--- src/logic/ctd_regs.svh ---
// Constants for the continuity tone checker
`ifndef CTD_REGS_SVH
`define CTD_REGS_SVH
`define CTD_NUM_CHAN      32
`define CTD_CHAN_W        5
`define CTD_SAMPLE_W      8
`define CTD_PORT_ID       16
`define CTD_PORT_W        5
`define CTD_LEVEL_W       3
`define CTD_COUNT_W       8
`define CTD_FIFO_DEPTH    8
`define CTD_INTERVAL_NS   10000000
`define CTD_CLK_PERIOD_NS 8
`define CTD_SIGN_BIT      7
`define CTD_LEVEL_STEPS   7
`define CTD_ZERO_MAG      7'h00
`endif

--- src/logic/ctd_pkg.sv ---
// Types for the continuity tone checker
`include "ctd_regs.svh"
package ctd_pkg;
  typedef logic [`CTD_CHAN_W-1:0]   ctd_chan_t;
  typedef logic [`CTD_SAMPLE_W-1:0] ctd_sample_t;
  typedef logic [`CTD_LEVEL_W-1:0]  ctd_level_t;
  typedef logic [`CTD_COUNT_W-1:0]  ctd_count_t;
  typedef enum logic [1:0] {CTD_ST_IDLE, CTD_ST_MEASURE, CTD_ST_PUBLISH} ctd_state_t;
endpackage

--- src/logic/ctd_fifo.sv ---
// Parameterised word FIFO with valid/ready on both sides
`timescale 1ns/1ns
`include "ctd_regs.svh"
module ctd_fifo
  import ctd_pkg::*;
#(
  parameter int WIDTH = 16,
  parameter int DEPTH = `CTD_FIFO_DEPTH
) (
  // Clock and reset
  input  wire logic             ref_clk,
  input  wire logic             arst_n,
  // Fill side
  input  wire logic             in_valid,
  output logic                  in_ready,
  input  wire logic [WIDTH-1:0] in_data,
  // Drain side
  output logic                  out_valid,
  input  wire logic             out_ready,
  output logic      [WIDTH-1:0] out_data
);
  localparam int AW = (DEPTH > 1) ? $clog2(DEPTH) : 1;
  initial begin
    if (DEPTH < 2 || (DEPTH & (DEPTH - 1)) != 0) $error("ctd_fifo: DEPTH must be a power of two >= 2");
  end

  logic [WIDTH-1:0] mem_reg [DEPTH];
  logic [AW:0]      wr_ptr_reg;
  logic [AW:0]      rd_ptr_reg;
  wire              push;
  wire              pop;

  // Full when pointers differ only in the wrap bit
  assign in_ready  = !((wr_ptr_reg[AW] != rd_ptr_reg[AW]) && (wr_ptr_reg[AW-1:0] == rd_ptr_reg[AW-1:0]));
  assign out_valid = (wr_ptr_reg != rd_ptr_reg);
  assign out_data  = mem_reg[rd_ptr_reg[AW-1:0]];
  assign push      = in_valid && in_ready;
  assign pop       = out_valid && out_ready;

  // Storage is written without reset; the pointers guard what is read
  always_ff @(posedge ref_clk) begin
    if (push) mem_reg[wr_ptr_reg[AW-1:0]] <= in_data;
  end

  // Pointers
  always_ff @(posedge ref_clk or negedge arst_n) begin
    if (!arst_n) begin
      wr_ptr_reg <= '0;
      rd_ptr_reg <= '0;
    end else begin
      if (push) wr_ptr_reg <= wr_ptr_reg + 1'b1;
      if (pop)  rd_ptr_reg <= rd_ptr_reg + 1'b1;
    end
  end
endmodule

--- config.mk ---
export PLATFORM = sky130hd
export DESIGN_NAME = ctd_fifo
export DESIGN_NICKNAME = d
export VERILOG_FILES = /design/src/logic/ctd_pkg.sv /design/src/logic/ctd_fifo.sv
export VERILOG_INCLUDE_DIRS = /design/src /design/src/logic
export SDC_FILE = /design/constraint.sdc
export NUM_CORES = 1
export LEC_CHECK = 0
export ABC_AREA = 0
export BUFFER_PORTS_ARGS = -buffer_cell sky130_fd_sc_hd__buf_2
export CAP_MARGIN = 10
export CORE_AREA = 5 5 120 151
export DETAILED_ROUTE_END_ITERATION = 16
export DIE_AREA = 0 0 125 156
export HOLD_SLACK_MARGIN = 0.12
export RECOVER_POWER = 25
export SLEW_MARGIN = 20
export SYNTH_ARGS = -nofsm -noshare
export SYNTH_HDL_FRONTEND = slang
export SYNTH_SLANG_ARGS = --single-unit
--- constraint.sdc ---
create_clock -name ref_clk -period 7.27 [get_ports ref_clk]
set_input_delay 1.454 -clock ref_clk [delete_from_list [all_inputs] [get_ports ref_clk]]
set_output_delay 1.454 -clock ref_clk [all_outputs]
set_load 0.03 [all_outputs]
# After elaboration in Yosys (flattened, before gate mapping)
# Memory sizes are Yosys's and may differ from the RTL's.
# Cells that the tools add are included.
# totals
regBits	8
ramBits	128
out_inout_bits	18
word_cells	14
memories	1
# op_classes
add_sub_neg	2
n_eq_ne	3
muxes	2
n_reduce_logical	4
# memory_table
memory	depth	width	read_ports	rd_clocked_by_memory_dff	wr	line	text
mem_reg	8	16	1	0	1	ctd_fifo.sv:27	logic [WIDTH-1:0] mem_reg [DEPTH];
# ops
operator	count
4-bit by 1-bit adder with 4-bit output, second input constant	2
4-bit inequality test	1
3-bit equality test	1
1-bit logical AND	3
1-bit two-way mux	2
1-bit logical NOT	1
1-bit inequality test	1

# Longest topological paths before layout
# depth
depth_word	6
mapped_depth	5

# Worst setup path after synthesis
# OpenSTA, ideal clock, no wires.
# synth_timing
path_kind	input port to flip-flop
startpoint	in in_valid
endpoint	mem mem_reg[4][0], enable pin
setup_ps	430
arrival_time_ps	3100
required_time_ps	6840
path_slack_ps	3740
path_stages	2
path_cell_list	nand2_1 > nor4_1
# synth_between
elab_chain_len	3
# synth_rtl
item	line	text
start, declared	ctd_fifo.sv:14	input wire logic in_valid,
1-bit logical AND	ctd_fifo.sv:37	assign push = in_valid && in_ready;
1-bit two-way mux	ctd_fifo.sv:42	if (push) mem_reg[wr_ptr_reg[AW-1:0]] <= in_data;
1-bit two-way mux (not written as such)	ctd_fifo.sv:42	
end, declared	ctd_fifo.sv:27	
# Every way passes these cells.

# Worst setup path after layout
# layout_timing
startpoint	reg rd_ptr_reg[0]
endpoint	out in_ready
# layout_between
elab_chain_len	3
# layout_rtl
item	line	text
start, declared	ctd_fifo.sv:29	logic [AW:0] rd_ptr_reg;
start signal, assigned	ctd_fifo.sv:52	if (pop) rd_ptr_reg <= rd_ptr_reg + 1'b1;
3-bit equality test	ctd_fifo.sv:34	assign in_ready = !((wr_ptr_reg[AW] != rd_ptr_reg[AW]) && (wr_ptr_reg[AW-1:0] == rd_ptr_reg[AW-1:0]));
1-bit logical AND	ctd_fifo.sv:34	
1-bit logical NOT	ctd_fifo.sv:34	
end, declared	ctd_fifo.sv:15	output logic in_ready,
# Every way passes these cells.

==> metrics <==
Min Hold Slack between 500 and 600 ps; clock buffer depth 2; Syn Std Cell Area 5509 sq um; DP Cell Count 500; Cell Area, Placed 5971 sq um; Least-Margin Pin Slew 1039 ps; required time of the critical path 5820 ps; Tot Pwr 2.806 mW; worst setup path start rd_ptr_reg[0]; Worst EP arrival 2950 ps; max reg flops 128; I/O pins 38; H-Tree Depth 4; Slew headroom 0.3012; f_max 227.0 MHz; IO Port Bufs 37; Iter 0 DRT Violations 169; total core area 16510 sq um; clock slew at reported path FFs 60 ps; RSZ-0062 raised after global routing false; register area 4045 sq um; Post-CTS Setup Bufs 0; drt wl/cell 18.40 um; Crit. End Element primary output; largest net degree at the start of global routing 38; DRC Markers 0; GR met3 Demand/Resource 0.03801; hpwl dp approximately 5500 um; max-cap check violation count 0; GRT met2 Usage 0.1887; RR Endpoint mem_reg[7][8]; Final Max Tran Viols 0; synth warn 0; first-pass GRT wire length roughly 15000 um; Lkg Pwr 2.216 nW; CTS root buffer clkbuf_16; fin util 0.3958; setup violators final 0; Final ANT Viol Nets 0; post-route cell area 6536 sq um; status completed; GR Util All Layers 0.1055; Hold Buf Count CTS 0; vias in the first global route roughly 2.7k; clk_lat worst skew approximately 400 ps; post-place setup slack 3197 ps; met1 Use GR 0.1183; Die ar. 19500 sq um; Crit Path Category reg -> out; First-pass DRT Iterations 4; period utilization 0.6058; final std cells w/o fill 531; Cells after Synth 246; CTS Sinks 136; post-cts resize count 0; CTS Buf Count 17; routed wire length 9769 um; Hold WC Path Type reg -> reg; Die Height ~160 um; FP Rows 53; CTS tree built; ant diodes 0; Final Wtd Congestion 0.7195; # fillers 1441; register area share after synthesis 0.7340; synthesized net count roughly 270; Final Critical Period 4404 ps; Setup TNS 0 ps; Remaining Overflow, GRT 0; Top Usage Layer GRT met2; Mapped Avg Cell Area 22.39 sq um; Via Count ~2.5k; fin nets 321; Setup Skew 9.926 ps; initial core utilization 0.3336; die width 125 um; crit path max fanout 37; post-synthesis register bit count 136; Netlist cell types 28; fraction of layout cells with a size suffix above 1 0.2894; Reg2Reg Launch Point rd_ptr_reg[0]; flop-to-flop setup slack 4320 ps; multi-input logic area 1379 sq um; worst setup margin 2866 ps; worst setup path endpoint in_ready; area delta synth->final 18.65%; initial antenna violation count 2; Worst R2R Path Depth 4; final hold vios 0; Via density 4.770; power per standard cell area 429.3 nW/um^2; VDD IR max approximately 0.15 mV; CP Launch Type register; hold depth 2
synthesized netlist by cell type:
library cell	count	area, sq um
nand3_1	1	5.000
edfxtp_1	128	3844
inv_1	3	11.26
nor2_1	4	15.01
mux2_2	18	202.7
clkbuf_1	4	15.01
a41o_1	1	10.01
nand2b_1	2	12.51
o41ai_1	2	17.52
buf_2	2	10.01
o311ai_0	2	17.52
dfrtp_1	8	200.2
buf_4	2	15.01
mux4_1	30	788.3
nand4_1	3	18.77
ha_1	2	25.02
buf_6	5	56.30
mux4_2	2	45.04
nor2b_1	1	6.260
o41ai_2	1	16.27
xnor2_1	7	61.31
nor3_1	3	15.01
a41oi_1	1	8.760
and2_1	1	6.260
nor4_1	2	12.51
a311o_1	2	20.02
xor2_1	4	35.03
nand2_1	5	18.77
cell type report:
type / count / share of cell area
Tap cell: 220 / 0.04211
Inverter: 3 / 0.001723
Clock inverter: 14 / 0.02374
Multi-Input combinational cell: 94 / 0.2109
Timing Repair Buffer: 47 / 0.03752
Sequential cell: 136 / 0.6189
Clock buffer: 17 / 0.06508
metal layers:
metal	part of all wire	wire length, um	vias to the layer above
li1	-	-	1157
met1	0.38	3683	1297
met2	0.55	5412	64
met3	0.059	580	11
met4	0.0069	67	4
met5	0.0026	25	-
worst min path at each step:
stage / endpoint / from / slack, ps
3_5_place_dp: rd_ptr_reg[3] / rd_ptr_reg[3] / 580
6_report: rd_ptr_reg[3] / rd_ptr_reg[3] / 590
3_3_place_gp: wr_ptr_reg[3] / wr_ptr_reg[3] / 560
4_1_cts: rd_ptr_reg[3] / rd_ptr_reg[3] / 600
2_1_floorplan: rd_ptr_reg[3] / rd_ptr_reg[3] / 530
5_1_grt: rd_ptr_reg[3] / rd_ptr_reg[3] / 630
report_power, final:
part           internal, mW  leakage, nW  switching, mW  total, mW
Clock                 0.533        0.284          0.295      0.828
Combinational         0.370        0.676          0.512      0.881
Sequential            0.997         1.26         0.0998       1.10
Total                  1.90         2.22          0.906       2.81
placed cells by master (no fill, tap or decap), drive strengths merged:
master,n
and2,1
mux2,18
nor4,2
xnor2,7
nand2b,2
o41ai,3
nor2,4
o311ai,2
nor2b,1
bufinv,3
nand4,3
buf,35
clkinv,7
dfrtp,8
a41oi,1
a41o,1
nor3,3
clkbuf,29
clkinvlp,2
mux4,32
nand2,5
a311o,2
xor2,4
inv,5
nand3,1
edfxtp,128
ha,2
worst max-delay path: stages (launching register included):
cell,delay (ps)
dfrtp_2,1050
xor2_1,280
nor4_1,940
inv_1,70
buf_2,210
kinds of logic (layout without fill, tap and decap cells):
| logic type | Yosys count | in the layout | share of synthesized area |
|---|---|---|---|
| DFF | 136 | 136 | 0.7340 |
| muxes | 50 | 50 | 0.1881 |
| and+or+nand+nor | 22 | 22 | 0.01999 |
| buffers and inverters | 16 | 81 | 0.01953 |
| xor gates and xnor gates | 11 | 11 | 0.01749 |
| AOI/OAI and AO/OA | 9 | 9 | 0.01635 |
| adders and majority gates | 2 | 2 | 0.004542 |
Note: power is estimated with default switching activity, not from simulation.
